$ cat src/tap_pkg.sv
// Shared types and constants for the boundary-scan test access port.
package tap_pkg;

   // ************************************************************
   // Controller states
   // ************************************************************
   typedef enum logic [3:0]
   {
      test_logic_reset,
      run_test_idle,
      select_dr_scan,
      capture_dr,
      shift_dr,
      exit1_dr,
      pause_dr,
      exit2_dr,
      update_dr,
      select_ir_scan,
      capture_ir,
      shift_ir,
      exit1_ir,
      pause_ir,
      exit2_ir,
      update_ir
   } tap_state_t;

   // ************************************************************
   // Instruction register
   // ************************************************************
   localparam int IR_WIDTH = 3;
   localparam logic [IR_WIDTH-1:0] INSTR_EXTEST = 3'h0;
   localparam logic [IR_WIDTH-1:0] INSTR_SAMPLE = 3'h4;
   localparam logic [IR_WIDTH-1:0] INSTR_IDCODE = 3'h6;
   localparam logic [IR_WIDTH-1:0] INSTR_BYPASS = 3'h7;
   localparam logic [IR_WIDTH-1:0] IR_CAPTURE_VALUE = 3'h4;

   // ************************************************************
   // Data registers and pin sampling
   // ************************************************************
   localparam int BSR_LENGTH = 98;
   localparam int ID_WIDTH = 32;
   localparam int SYNC_STAGES = 3;
   localparam int LINK_PINS = 3;
   localparam int PIN_TCK = 2;
   localparam int PIN_TMS = 1;
   localparam int PIN_TDI = 0;

   // ************************************************************
   // Link pin groups
   // ************************************************************
   typedef struct packed
   {
      logic tck;
      logic tms;
      logic tdi;
   } link_in_t;

   typedef struct packed
   {
      logic tdo;
      logic tdo_oe;
   } link_out_t;

endpackage

$ cat src/pin_sync.sv
// Three-stage synchroniser with agreement filter and edge pulses.
`timescale 1ns/100ps
module pin_sync
#(
   parameter int WIDTH = 3
)
(
   input wire logic clk,
   input wire logic rstn,
   input wire logic [WIDTH-1:0] raw,
   output logic [WIDTH-1:0] level,
   output logic [WIDTH-1:0] rise,
   output logic [WIDTH-1:0] fall
);
   import tap_pkg::*;

   // ************************************************************
   // One synchroniser per pin
   // ************************************************************
   // The first stage is read only by the second; a change counts once stages two and three agree.
   for (genvar i = 0; i < WIDTH; i++)
   begin : g_pin
      logic [SYNC_STAGES-1:0] stage;
      always_ff @(posedge clk)
      begin
         if (!rstn)
         begin
            stage <= '0;
            level[i] <= 1'b0;
         end
         else
         begin
            stage <= {stage[SYNC_STAGES-2:0], raw[i]};
            if (stage[1] == stage[2])
            begin
               level[i] <= stage[2];
            end
         end
      end
      assign rise[i] = stage[1] & stage[2] & ~level[i];
      assign fall[i] = ~stage[1] & ~stage[2] & level[i];
   end

   if (WIDTH < 1)
   begin : g_check
      $error("pin_sync needs at least one pin");
   end
endmodule

$ cat src/boundary_scan_reg.sv
// Boundary scan shift chain with latched parallel output.
`timescale 1ns/100ps
module boundary_scan_reg
#(
   parameter int LENGTH = 98
)
(
   input wire logic clk,
   input wire logic rstn,
   input wire logic capture,
   input wire logic shift,
   input wire logic update,
   input wire logic tdi,
   input wire logic [LENGTH-1:0] pins_in,
   output logic serial_out,
   output logic [LENGTH-1:0] pins_out
);
   import tap_pkg::*;

   logic [LENGTH-1:0] stage;

   // ************************************************************
   // Shift stages and output latch, one cell per bit
   // ************************************************************
   for (genvar i = 0; i < LENGTH; i++)
   begin : g_cell
      logic shift_in;
      if (i == LENGTH - 1)
      begin : g_top
         assign shift_in = tdi;
      end
      else
      begin : g_mid
         assign shift_in = stage[i+1];
      end
      always_ff @(posedge clk)
      begin
         if (!rstn)
         begin
            stage[i] <= 1'b0;
         end
         else if (capture)
         begin
            stage[i] <= pins_in[i];
         end
         else if (shift)
         begin
            stage[i] <= shift_in;
         end
      end
      // The latch moves only on update, so pins stay quiet while a pattern shifts through.
      always_ff @(posedge clk)
      begin
         if (!rstn)
         begin
            pins_out[i] <= 1'b0;
         end
         else if (update)
         begin
            pins_out[i] <= stage[i];
         end
      end
   end

   assign serial_out = stage[0];

   if (LENGTH < 2)
   begin : g_check
      $error("boundary_scan_reg needs at least two cells");
   end
endmodule

$ cat src/jtag_tap_state_machine.sv
// Boundary-scan test access port controller with its instruction and data registers.
`timescale 1ns/100ps
// How it works
// - Reset state disables test logic, loads identify
// - Five high TMS edges always reach reset
// - Power-up reset enters reset state without TCK
// - Idle holds on low, high goes select-DR
// - Select-DR: low captures, high selects IR
// - Capture-DR samples pins for extest or sample
// - Capture-DR: high exit1, low shift
// - Shift-DR moves selected register toward TDO
// - Exit1-DR: high update, low pause
// - Pause-DR holds while low, high exit2
// - Exit2-DR: high update, low shift again
// - Update-DR latches scan output on falling edge
// - Select-IR: low captures, high returns reset
// - Capture-IR loads fixed pattern 100
// - Capture-IR: high exit1, low shift
// - Shift-IR moves instruction toward TDO
// - Exit1-IR: high update, low pause
// - Temporary states keep instruction and data
// - Three-bit instruction, LSB first, four codes
// - Update-IR latches instruction on falling edge
module jtag_tap_state_machine
#(
   parameter int BSR_BITS = tap_pkg::BSR_LENGTH,
   // Arbitrary identification value; bit 0 must stay set.
   parameter logic [31:0] ID_CODE = 32'h0a5c_3001
)
(
   input wire logic clk,
   input wire logic rstn,
   input wire tap_pkg::link_in_t link_in,
   output tap_pkg::link_out_t link_out,
   input wire logic [BSR_BITS-1:0] pins_in,
   output logic [BSR_BITS-1:0] pins_out,
   output logic ext_test,
   output tap_pkg::tap_state_t tap_state
);
   import tap_pkg::*;

   // ************************************************************
   // Declarations
   // ************************************************************
   tap_state_t state;
   tap_state_t next_state;
   logic [LINK_PINS-1:0] pin_raw;
   logic [LINK_PINS-1:0] pin_level;
   logic [LINK_PINS-1:0] pin_rise;
   logic [LINK_PINS-1:0] pin_fall;
   logic tck_rise;
   logic tck_fall;
   logic tms;
   logic tdi;
   logic [IR_WIDTH-1:0] ir_shift;
   logic [IR_WIDTH-1:0] instr;
   logic sel_bsr;
   logic sel_id;
   logic sel_bypass;
   logic bypass_bit;
   logic [ID_WIDTH-1:0] id_shift;
   logic bsr_serial;
   logic bsr_capture;
   logic bsr_shift;
   logic bsr_update;
   logic serial_tap;
   logic tdo;
   logic tdo_oe;

   // ************************************************************
   // Link pin sampling
   // ************************************************************
   assign pin_raw[PIN_TCK] = link_in.tck;
   assign pin_raw[PIN_TMS] = link_in.tms;
   assign pin_raw[PIN_TDI] = link_in.tdi;

   pin_sync #(.WIDTH(LINK_PINS)) u_pin_sync
   (
      .clk(clk),
      .rstn(rstn),
      .raw(pin_raw),
      .level(pin_level),
      .rise(pin_rise),
      .fall(pin_fall)
   );

   // TMS and TDI share the TCK delay, so their levels line up with the detected edge.
   assign tck_rise = pin_rise[PIN_TCK];
   assign tck_fall = pin_fall[PIN_TCK];
   assign tms = pin_level[PIN_TMS];
   assign tdi = pin_level[PIN_TDI];

   // ************************************************************
   // Controller state register
   // ************************************************************
   always_ff @(posedge clk)
   begin
      if (!rstn)
      begin
         state <= test_logic_reset;
      end
      else if (tck_rise)
      begin
         state <= next_state;
      end
   end

   assign tap_state = state;

   // ************************************************************
   // Next-state decode, taken on each rising TCK edge
   // ************************************************************
   always_comb
   begin
      next_state = state;
      case (state)
         test_logic_reset:
         begin
            next_state = tms ? test_logic_reset : run_test_idle;
         end
         run_test_idle:
         begin
            if (tms)
            begin
               next_state = select_dr_scan;
            end
            else
            begin
               next_state = run_test_idle;
            end
         end
         select_dr_scan:
         begin
            if (tms)
            begin
               next_state = select_ir_scan;
            end
            else
            begin
               next_state = capture_dr;
            end
         end
         capture_dr:
         begin
            if (tms)
            begin
               next_state = exit1_dr;
            end
            else
            begin
               next_state = shift_dr;
            end
         end
         shift_dr:
         begin
            next_state = tms ? exit1_dr : shift_dr;
         end
         exit1_dr:
         begin
            if (tms)
            begin
               next_state = update_dr;
            end
            else
            begin
               next_state = pause_dr;
            end
         end
         pause_dr:
         begin
            next_state = tms ? exit2_dr : pause_dr;
         end
         exit2_dr:
         begin
            if (tms)
            begin
               next_state = update_dr;
            end
            else
            begin
               next_state = shift_dr;
            end
         end
         update_dr:
         begin
            next_state = tms ? select_dr_scan : run_test_idle;
         end
         select_ir_scan:
         begin
            if (tms)
            begin
               next_state = test_logic_reset;
            end
            else
            begin
               next_state = capture_ir;
            end
         end
         capture_ir:
         begin
            if (tms)
            begin
               next_state = exit1_ir;
            end
            else
            begin
               next_state = shift_ir;
            end
         end
         shift_ir:
         begin
            next_state = tms ? exit1_ir : shift_ir;
         end
         exit1_ir:
         begin
            if (tms)
            begin
               next_state = update_ir;
            end
            else
            begin
               next_state = pause_ir;
            end
         end
         pause_ir:
         begin
            next_state = tms ? exit2_ir : pause_ir;
         end
         exit2_ir:
         begin
            next_state = tms ? update_ir : shift_ir;
         end
         update_ir:
         begin
            next_state = tms ? select_dr_scan : run_test_idle;
         end
         default:
         begin
            next_state = test_logic_reset;
         end
      endcase
   end

   // ************************************************************
   // Instruction shift register
   // ************************************************************
   // Any state other than capture and shift leaves the stages alone.
   always_ff @(posedge clk)
   begin
      if (!rstn)
      begin
         ir_shift <= IR_CAPTURE_VALUE;
      end
      else if (tck_rise && state == capture_ir)
      begin
         ir_shift <= IR_CAPTURE_VALUE;
      end
      else if (tck_rise && state == shift_ir)
      begin
         ir_shift <= {tdi, ir_shift[IR_WIDTH-1:1]};
      end
   end

   // ************************************************************
   // Current instruction
   // ************************************************************
   always_ff @(posedge clk)
   begin
      if (!rstn)
      begin
         instr <= INSTR_IDCODE;
      end
      else if (state == test_logic_reset)
      begin
         instr <= INSTR_IDCODE;
      end
      else if (tck_fall && state == update_ir)
      begin
         instr <= ir_shift;
      end
   end

   // Codes without a register of their own fall back to the bypass bit.
   assign sel_bsr = (instr == INSTR_EXTEST) || (instr == INSTR_SAMPLE);
   assign sel_id = (instr == INSTR_IDCODE);
   assign sel_bypass = !sel_bsr && !sel_id;

   always_ff @(posedge clk)
   begin
      if (!rstn)
      begin
         ext_test <= 1'b0;
      end
      else
      begin
         ext_test <= (instr == INSTR_EXTEST) && (state != test_logic_reset);
      end
   end

   // ************************************************************
   // Bypass and identification registers
   // ************************************************************
   // The bypass bit has no parallel input, so capture leaves it as it was.
   always_ff @(posedge clk)
   begin
      if (!rstn)
      begin
         bypass_bit <= 1'b0;
      end
      else if (tck_rise && state == shift_dr && sel_bypass)
      begin
         bypass_bit <= tdi;
      end
   end

   always_ff @(posedge clk)
   begin
      if (!rstn)
      begin
         id_shift <= ID_CODE;
      end
      else if (tck_rise && state == capture_dr && sel_id)
      begin
         id_shift <= ID_CODE;
      end
      else if (tck_rise && state == shift_dr && sel_id)
      begin
         id_shift <= {tdi, id_shift[ID_WIDTH-1:1]};
      end
   end

   // ************************************************************
   // Boundary scan register
   // ************************************************************
   assign bsr_capture = tck_rise && (state == capture_dr) && sel_bsr;
   assign bsr_shift = tck_rise && (state == shift_dr) && sel_bsr;
   assign bsr_update = tck_fall && (state == update_dr) && sel_bsr;

   boundary_scan_reg #(.LENGTH(BSR_BITS)) u_bsr
   (
      .clk(clk),
      .rstn(rstn),
      .capture(bsr_capture),
      .shift(bsr_shift),
      .update(bsr_update),
      .tdi(tdi),
      .pins_in(pins_in),
      .serial_out(bsr_serial),
      .pins_out(pins_out)
   );

   // ************************************************************
   // Serial output
   // ************************************************************
   always_comb
   begin
      if (state == shift_ir)
      begin
         serial_tap = ir_shift[0];
      end
      else if (sel_bsr)
      begin
         serial_tap = bsr_serial;
      end
      else if (sel_id)
      begin
         serial_tap = id_shift[0];
      end
      else
      begin
         serial_tap = bypass_bit;
      end
   end

   // Updating on the falling edge gives the tester half a TCK period of hold after its rising edge.
   always_ff @(posedge clk)
   begin
      if (!rstn)
      begin
         tdo <= 1'b0;
         tdo_oe <= 1'b0;
      end
      else if (tck_fall)
      begin
         tdo <= serial_tap && ((state == shift_dr) || (state == shift_ir));
         tdo_oe <= (state == shift_dr) || (state == shift_ir);
      end
   end

   assign link_out.tdo = tdo;
   assign link_out.tdo_oe = tdo_oe;

   // ************************************************************
   // Parameter checks
   // ************************************************************
   if (BSR_BITS < 2 || ID_CODE[0] != 1'b1)
   begin : g_check
      $error("boundary length below two or identification bit 0 clear");
   end
endmodule

$ cat config.mk
export PLATFORM = sky130hd
export DESIGN_NAME = jtag_tap_state_machine
export DESIGN_NICKNAME = d
export VERILOG_FILES = /design/src/tap_pkg.sv /design/src/pin_sync.sv /design/src/boundary_scan_reg.sv /design/src/jtag_tap_state_machine.sv
export SDC_FILE = /design/constraint.sdc
export NUM_CORES = 1
export LEC_CHECK = 0
export ABC_CLOCK_PERIOD_IN_PS = 4290
export CAP_MARGIN = 20
export CORE_MARGIN = 5
export CORE_UTILIZATION = 45
export CTS_CLUSTER_DIAMETER = 120
export DETAILED_ROUTE_END_ITERATION = 8
export DONT_BUFFER_PORTS = 1
export GPL_TIMING_DRIVEN = 0
export PLACE_DENSITY = 0.67
export SYNTH_ARGS = -nofsm -noshare
export SYNTH_HDL_FRONTEND = slang
export SYNTH_SLANG_ARGS = --single-unit
$ cat constraint.sdc
create_clock -name clk -period 4.29 [get_ports clk]
set_input_delay 0.6435 -clock clk [delete_from_list [all_inputs] [get_ports clk]]
set_output_delay 0.6435 -clock clk [all_outputs]
set_load 0.02 [all_outputs]
==> metrics.txt, run 1 <==
count of different cell masters after synthesis 63; CTS Sinks 254; Avg Vias per Cell 6.47; Routed WL 38.3 mm; Synth-to-Final Area Change 11.7%; sequential area share after synthesis 43.6%; DPL Wire Length 26.5 mm; Worst Setup End Kind flop; cell area after synthesis 11700 µm²; highest net fanout along the worst path 10; ANT nets after route 0; Post-Layout Cell Count 1689; number of rows created at floorplan 59; Synth Instances 1303; Max H-tree Level 1; dpl cells 1638; Worst Tran Pin Value 1.14 ns; Worst EP required 4.76 ns; Num CTS Buffers 28; top cells by count, synth 254 x dfxtp_1, 180 x o211ai_1, 139 x clkbuf_1; Post-Route Skew 0.0229 ns; # hold bufs at CTS 0; root buffer cell clkbuf_16; layout cells sized above 1 6.80%; Core Area 25800 µm²; reg2reg setup slack 1.42 ns; fill count 2483; Initial Util 45.2%; post-synth top area cell dfxtp_1; Syn Nets 1408; Leak Pwr 3.68 nW; DRC viols 0; number of port buffers 0; setup TNS 0 ns; clock slew at reported path FFs 0.06 ns; Overflow after GRT 0; top-count cell post-synth dfxtp_1; CP Launch Type flop; crit path kind flop to flop; die height 171 µm; Max Fclk 348 MHz; post-layout minimum cycle time 2.87 ns; #FFs+latches synth 254; Post-synth EDFFs 0; final hold violations 0; yosys warns 0; largest net degree at the start of global routing 15; Total GRT Usage 24.7%; worst r2r dst u_bsr.pins_out[0]$_SDFFE_PN0P_; worst hold-check path type input port to flop; RePlAce Congestion 0.848; R2R depth 7; Max Buffers Root-to-Sink 3; footprint of the multi-input gates 5860 µm²; initial antenna violation count 3; dominant cells by area after synthesis dfxtp_1 44%, o211ai_1 12%, mux2i_1 8.6%; IO Pins 208; Post-CTS Resized 0; Final Max Slew Viols 0; Die Width 171 µm; Main synth FF type dfxtp_1; Tcrit/Tclk final 66.9%; crit path to u_bsr.pins_out[0]$_SDFFE_PN0P_; post-synth top area share 43.6%; area of the die 29200 µm²; Setup crit start tap_state[0]$_SDFFE_PN0P_; WL per Instance 22.7 µm; register area 5080 µm²; Synth async-reset ratio 0%; final-stage net count 1438; max cap viols 0; Final Cell Area 13000 µm²; global-route wire length before repair 58.5 mm; DR pass1 iterations 5; CTS tree yes; status completed; Peak VDD IR 260 µV; vias in the first global route 10200; clock latency at the later pin of the worst-skew pair 0.56 ns; unrepaired setup endpoints after global routing no; Vias 10900; Critical R2R Launch tap_state[0]$_SDFFE_PN0P_; Rel. slew slack 23.7%; Worst EP arrival 3.34 ns; Setup Fix Bufs, Post-CTS 0; DR iter-0 viols 961; Placed Area 12100 µm²; Power Density 374 nW/µm²; Avg Inst Size Synth 8.94 µm²; Setup violations, final 0
==> power by group <==
part | internal (mW) | leakage, nW | switching [mW]
Clock | 1.43 | 0.466 | 0.989
Combinational | 0.0182 | 1.17 | 0.0755
Sequential | 2.36 | 2.05 | 0.00185
==> stage by stage <==
stage | hold WS [ns] | total power [mW] | setup WS (ns) | util (%)
after floorplan | 0.412 | 2.48 | 2.28 | -
after global placement | 0.417 | 2.51 | 1.10 | 46.9
after detailed placement | 0.423 | 2.51 | 1.54 | 46.9
after CTS | 0.207 | 4.91 | 1.52 | 50.5
after global routing | 0.226 | 5.01 | 1.21 | 50.5
final | 0.229 | 4.87 | 1.42 | 50.5
==> sequential cells by signal, indices dropped and copies added, names as in the netlist <==
name                    cells
u_pin_sync.level            3
ir_shift                    3
u_bsr.pins_out             98
u_bsr.serial_out            1
instr                       3
ext_test                    1
id_shift                   32
tdo                         1
u_pin_sync.g_pin.stage      9
u_bsr.g_cell.shift_in      97
tap_state                   4
bypass_bit                  1
tdo_oe                      1
==> worst min-delay path by stage <==
stage | from | endpoint | slack (ns) | depth (start not counted)
6_report | link_in[2] | u_pin_sync.g_pin[2].stage[0]$_SDFF_PN0_ | 0.23 | 1
3_5_place_dp | u_pin_sync.g_pin[0].stage[0]$_SDFF_PN0_ | u_pin_sync.g_pin[0].stage[1]$_SDFF_PN0_ | 0.42 | 1
3_3_place_gp | u_pin_sync.g_pin[0].stage[0]$_SDFF_PN0_ | u_pin_sync.g_pin[0].stage[1]$_SDFF_PN0_ | 0.42 | 1
2_1_floorplan | u_pin_sync.g_pin[0].stage[0]$_SDFF_PN0_ | u_pin_sync.g_pin[0].stage[1]$_SDFF_PN0_ | 0.41 | 1
5_1_grt | link_in[2] | u_pin_sync.g_pin[2].stage[0]$_SDFF_PN0_ | 0.23 | 1
4_1_cts | link_in[0] | u_pin_sync.g_pin[0].stage[0]$_SDFF_PN0_ | 0.21 | 1
==> metal layers <==
metal | global-route usage [%] | routed length, µm | vias up
met1 | 34.2 | 16400 | 5277
li1 | - | - | 5092
met3 | 6.01 | 3490 | 91
met4 | 8.41 | 1540 | 4
met5 | 0 | 34 | -
met2 | 37.9 | 16800 | 459
==> worst max-delay path: stages (launching register included) <==
cell and delay, ns:
dfxtp_1 0.46, buf_2 0.26, or4b_1 0.13, buf_1 0.74, clkbuf_1 0.45, clkbuf_1 0.41
o21ai_0 0.16, a21oi_1 0.16
==> cell usage in the layout (no fill, tap or decap), drive strengths merged, types with 2 or more instances in the layout <==
cell | Yosys | routed
inv | 8 | 8
clkinv | 1 | 8
nor2b | 6 | 6
a22oi | 2 | 2
o32ai | 18 | 18
and3b | 2 | 2
and2 | 9 | 9
a211oi | 2 | 2
o32a | 2 | 2
a21oi | 105 | 105
mux2i | 100 | 100
dfxtp | 254 | 254
a32oi | 5 | 5
o22ai | 5 | 5
or4b | 2 | 2
a31oi | 2 | 2
ha | 2 | 2
o211ai | 199 | 199
nand2b | 2 | 2
o21ai | 109 | 109
nand3b | 3 | 3
clkbuf | 139 | 181
o41ai | 2 | 2
nor4bb | 2 | 2
nand3 | 114 | 114
nor4 | 2 | 2
or3b | 3 | 3
nand4b | 3 | 3
nor3 | 8 | 8
nand2 | 33 | 33
nor4b | 3 | 3
nor2 | 7 | 7
buf | 30 | 30
nand4 | 99 | 99
==> cell type report <==
cell class | instances | area share [%]
diodes | 1 | 0.0192
plain buffers | 169 | 5.24
clock buffers | 42 | 6.56
clock inverters | 8 | 0.586
inverters | 9 | 0.260
multi-input cells | 871 | 45.0
flip-flops and latches | 254 | 39.1
well taps | 335 | 3.22
==> cells by family after synthesis <==
kind of cell    share of synthesized area, %
buf+inv                                 6.14
simple gates                            14.7
flops                                   43.6
compound gates                          26.5
mux                                     8.69
xor+xnor                               0.150
fa+ha+maj                              0.215
Note: power is estimated with default switching activity, not from simulation.
==> inputs of run 2 (changes only) <==
- ABC_CLOCK_PERIOD_IN_PS: 4290 -> 2300
- PLACE_DENSITY: 0.67 -> 0.69
- clock period: 4.29 -> 2.3 ns (I/O delays scaled with it)
==> metrics.txt, run 2 (synthesis gave the netlist of run 1 again) <==
CTS tree yes; IO Pins 208 (unchanged); Final Max Slew Viols 0 (unchanged); clock latency at the later pin of the worst-skew pair 0.56 ns (about the same); Max Buffers Root-to-Sink 3 (unchanged); RePlAce Congestion 0.870 (+2.6%); final hold violations 0 (unchanged); number of rows created at floorplan 59 (unchanged); Leak Pwr 3.85 nW (+4.7%); Synth-to-Final Area Change 13.6%; Final Cell Area 13200 µm² (+1.7%); DRC viols 0 (unchanged); Die Width 171 µm (unchanged); CP Launch Type flop; worst hold-check path type input port to flop; Rel. slew slack 35.8% (+12 points); post-layout minimum cycle time 2.24 ns (-0.631 ns); DPL Wire Length 26.6 mm (+0.56%); Initial Util 45.2% (unchanged); initial antenna violation count 4 (+1); number of flip-flops in the largest register 98 (unchanged); number of port buffers 0 (unchanged); layout cells sized above 1 9.98% (+3.2 points); crit path kind flop to flop; Avg Vias per Cell 6.46 (-0.11%); max cap viols 0 (unchanged); Total GRT Usage 24.9% (+0.19 points); Num CTS Buffers 28 (unchanged); CTS Sinks 254 (unchanged); Setup violations, final 0 (unchanged); Worst Setup End Kind flop; Overflow after GRT 0 (unchanged); vias in the first global route 10300 (+1.5%); final-stage net count 1447 (+0.63%); root buffer cell clkbuf_16; highest net fanout along the worst path 9 (-1); Largest Register u_bsr.pins_out; Power Density 698 nW/µm² (+87%); most frequent cells in the layout 251 x dfxtp_1, 180 x o211ai_1, 116 x clkbuf_1, 114 x nand3_1, 107 x o21ai_0; Worst EP arrival 2.61 ns (-0.73 ns); DR iter-0 viols 1116 (+16%); DR pass1 iterations 7 (+2); Core Area 25800 µm² (unchanged); Post-Route Skew 0.0209 ns (-0.00195 ns); global-route wire length before repair 58.9 mm (+0.80%); Max H-tree Level 1 (unchanged); ANT nets after route 0 (unchanged); WL per Instance 22.8 µm (+0.57%); clock slew at reported path FFs 0.06 ns (about the same); Vias 11000 (+0.54%); largest net degree at the start of global routing 18 (+3); Placed Area 12100 µm² (unchanged); Tcrit/Tclk final 97.4% (+30 points); Worst Tran Pin Value 0.964 ns (-0.181 ns); Worst EP required 2.67 ns (-2.09 ns); Routed WL 38.8 mm (+1.2%); Max Fclk 447 MHz (+28%); die height 171 µm (unchanged); status completed; setup TNS 0 ns (unchanged); commonest non-fill, non-tap cell in the layout dfxtp_1; area of the die 29200 µm² (unchanged); Peak VDD IR 571 µV (+120%)
-- run 2: report_power, final --
| group | total, mW | switching (mW) | leakage [nW] | internal (mW) |
|---|---|---|---|---|
| combinational | 0.182 | 0.143 | 1.34 | 0.0388 |
| clock | 4.65 | 1.85 | 0.470 | 2.80 |
| sequential | 4.41 | 0.00355 | 2.05 | 4.41 |
-- run 2: path summary, 6_finish.rpt --
path                            slack, ns  cells past startpoint                                    start                                 endpoint
worst max register to register       0.06                      4                tap_state[3]$_SDFFE_PN0P_                id_shift[13]$_SDFFE_PP1P_
worst max-delay path                 0.06                      4                tap_state[3]$_SDFFE_PN0P_                id_shift[13]$_SDFFE_PP1P_
worst min register to register       0.43                      1  u_pin_sync.g_pin[0].stage[0]$_SDFF_PN0_  u_pin_sync.g_pin[0].stage[1]$_SDFF_PN0_
worst min-delay path                 0.01                      2                              pins_in[13]   u_bsr.g_cell[12].shift_in$_SDFFE_PN0P_
-- run 2: repair_timing --
item	4_1_cts	5_1_grt
pin swaps	0	1
setup endpoints to repair	209	127
setup buffers	3	6
gates cloned	0	0
hold buffers	4	0
hold endpoints to repair	4	0
gates resized for setup	28	39
-- run 2: layer usage --
layer / up-vias / part of all wire (%) / global-route usage (%)
li1: 5108 / - / -
met1: 5337 / 42 / 33.5
met2: 451 / 46 / 38.8
met3: 80 / 8.8 / 6.93
met4: 6 / 3.2 / 8.47
met5: - / 0.077 / 0
-- run 2: final cells by class --
type                       count  area (µm²)
buffer                       165         731
clock buffer                  43         827
timing repair buffer          13         108
antenna                        2        5.00
sequential                   254        5090
clock inverter                 8         126
fill                        2437       12500
tap                          335         419
multi-input combinational    871        5900
inverter                       9        33.8
-- run 2: through the flow --
stage	cells	total power, mW	util, %	worst slack [ns]	hold slack, ns
5_1_grt	1699	9.49	51.4	-0.0131	0.00232
3_5_place_dp	1638	4.68	46.9	-0.422	0.422
3_3_place_gp	1638	4.68	46.9	-0.852	0.417
4_1_cts	1692	9.28	51.0	0.00263	0.00381
2_1_floorplan	1303	4.62	-	0.293	0.412
6_report	1700	9.24	51.4	0.0608	0.0122
-- run 2: critical path, stage by stage, from the launching register on --
cell,delay (ns)
dfxtp_1,0.39
buf_2,0.21
or4b_2,0.74
nor2_1,0.50
a22oi_1,0.22
==> inputs of run 3 (changes only) <==
==> constraint.sdc (replaced) <==
create_clock -name clk -period 2.3 [get_ports clk]
set_input_delay 0.575 -clock clk [delete_from_list [all_inputs] [get_ports clk]]
set_output_delay 0.575 -clock clk [all_outputs]
set_load 0.02 [all_outputs]
==> metrics.txt, run 3 (synthesis gave the netlist of run 1 again) <==
DR pass1 iterations 6 (-1); Power Density 699 nW/µm² (+0.11%); Psw 1.98 mW (-0.66%); Total GRT Usage 24.9% (about the same); post-layout minimum cycle time 2.21 ns (-0.0273 ns); root buffer cell clkbuf_16; met1 Resource Use GR 33.5% (about the same); reg2reg setup slack 0.09 ns (+0.03 ns); internal power 7.24 mW (about the same); largest net degree at the start of global routing 18 (unchanged); Final Cell Area 13200 µm² (-0.30%); final hold violations 0 (unchanged); Routed WL 38.7 mm (-0.25%); GR peak layer met2; Max Buffers Root-to-Sink 3 (unchanged); number of rows created at floorplan 59 (unchanged); total power 9.23 mW (-0.19%); global-route wire length before repair 59.0 mm (about the same); area of the die 29200 µm² (unchanged); sw frac 21.5% (-0.10 points); slowest cell delay on critical path 0.75 ns (about the same); Final Max Slew Viols 0 (unchanged); Core Area 25800 µm² (unchanged); crit path to id_shift[13]$_SDFFE_PP1P_; Peak VDD IR 570 µV (-0.26%); CP bufs+invs 1 (unchanged); Tcrit/Tclk final 96.2% (-1.2 points); Max H-tree Level 1 (unchanged); R2R depth 4 (unchanged); CP top delay family simple AND/OR/NAND/NOR gates; Avg Vias per Cell 6.46 (about the same); Worst Setup End Kind flop; Leak Pwr 3.84 nW (-0.43%); Overflow after GRT 0 (unchanged); DR iter-0 viols 1074 (-3.8%); Synth-to-Final Area Change 13.2%; Rel. slew slack 36.2% (+0.46 points); Worst EP required 2.68 ns (about the same); CTS Sinks 254 (unchanged); Post-Route Skew 0.0192 ns (-0.00176 ns); final-stage net count 1443 (-0.28%); Setup WS pre-CTS -0.422 ns (unchanged); DPL Wire Length 26.6 mm (unchanged); Initial Util 45.2% (unchanged); max cap viols 0 (unchanged); clock share of power 50.3% (about the same); WHS Path Cells 1 (-1); Hold WS 0.165 ns (+0.153 ns); Comb pwr share 1.9% (about the same); fill count 2441 (+0.16%); Reg power frac 47.8% (about the same); Placed Area 12100 µm² (unchanged); IO Pins 208 (unchanged); Worst EP arrival 2.59 ns (-0.02 ns); fin worst setup slack 0.0881 ns (+0.0273 ns); clock latency at the later pin of the worst-skew pair 0.55 ns (about the same); Die Width 171 µm (unchanged); worst hold-check path type input port to flop; Num CTS Buffers 28 (unchanged); worst r2r dst id_shift[13]$_SDFFE_PP1P_; CP Launch Type flop; CP cell instances buf_2, or4b_2, nor2_1, a22oi_1; vias in the first global route 10300 (-0.068%); Vias 11000 (-0.26%); Slowest-stage cell, CP or4b_2; crit path kind flop to flop; Crit path depth 4 (unchanged); DRC viols 0 (unchanged); most frequent cells in the layout 251 x dfxtp_1, 180 x o211ai_1, 116 x clkbuf_1, 114 x nand3_1, 107 x o21ai_0; Largest Register u_bsr.pins_out; GRT met2 Usage 38.8% (+0.069 points); Post-Layout Cell Count 1696 (-0.24%); initial antenna violation count 4 (unchanged); status completed; Max Fclk 452 MHz (+1.2%); die height 171 µm (unchanged); Hold Path Origin link_in[2]; layout cells sized above 1 10.0% (+0.029 points); Critical R2R Launch tap_state[3]$_SDFFE_PN0P_; clock slew at reported path FFs 0.06 ns (about the same); number of port buffers 0 (unchanged); WL per Instance 22.8 µm (about the same); number of flip-flops in the largest register 98 (unchanged); Worst Tran Pin Value 0.957 ns (-0.00686 ns); CTS tree yes; Setup crit start tap_state[3]$_SDFFE_PN0P_; commonest non-fill, non-tap cell in the layout dfxtp_1; highest net fanout along the worst path 9 (unchanged); ANT nets after route 0 (unchanged); RePlAce Congestion 0.870 (unchanged); dpl cells 1638 (unchanged); Setup violations, final 0 (unchanged); # hold bufs at CTS 0 (-4); M3 GR Usage 6.93% (unchanged)
-- run 3: cell count changes in the layout (fill, tap and decap cells not counted), sizes merged --
cell and change:
dlygate4sd3 -4
-- run 3: worst min path at each step --
stage / endpoint / slack [ns]
3_5_place_dp: u_pin_sync.g_pin[1].stage[1]$_SDFF_PN0_ / 0.42
3_3_place_gp: u_pin_sync.g_pin[1].stage[1]$_SDFF_PN0_ / 0.42
5_1_grt: u_pin_sync.g_pin[2].stage[0]$_SDFF_PN0_ / 0.14
6_report: u_pin_sync.g_pin[2].stage[0]$_SDFF_PN0_ / 0.16
2_1_floorplan: u_pin_sync.g_pin[0].stage[1]$_SDFF_PN0_ / 0.41
4_1_cts: u_pin_sync.g_pin[2].stage[0]$_SDFF_PN0_ / 0.14
-- run 3: per-stage QoR --
| step | utilization [%] | TNS [ns] |
|---|---|---|
| floorplan | - | 0 |
| detailed placement | 46.9 | -30.56 |
| global route | 51.2 | -0.0389 |
| CTS | 50.9 | 0 |
| global placement | 46.9 | -70.02 |
| finish | 51.2 | 0 |
-- run 3: power groups by stage --
stage,sequential [mW],clock (mW),combinational [mW]
after floorplan,4.51,0,0.111
after global placement,4.51,0,0.170
after detailed placement,4.51,0,0.171
after CTS,4.41,4.69,0.172
after global routing,4.41,4.89,0.187
final,4.41,4.64,0.176
-- run 3: timing repair --
item / 4_1_cts / 5_1_grt
pin swaps: 0 / 1
endpoints found under the setup margin: 209 / 127
gates cloned: 0 / 0
gates resized for setup: 28 / 39
setup buffers: 3 / 6
-- run 3: routing by layer --
metal  wire length, µm  up-vias
met5                28        -
met1             16300     5346
met2             17800      434
met4              1170        6
li1                  -     5095
met3              3380       72
-- run 3: area by class of cell --
| type | instances | area (µm²) | area share, % |
|---|---|---|---|
| multi-input combinational | 871 | 5900 | 44.7 |
| antenna | 2 | 5.00 | 0.0379 |
| timing repair buffer | 9 | 67.6 | 0.512 |
| sequential | 254 | 5090 | 38.6 |
| clock inverter | 8 | 126 | 0.958 |
| clock buffer | 43 | 827 | 6.27 |
| tap | 335 | 419 | 3.18 |
| inverter | 9 | 33.8 | 0.256 |
| buffer | 165 | 731 | 5.54 |
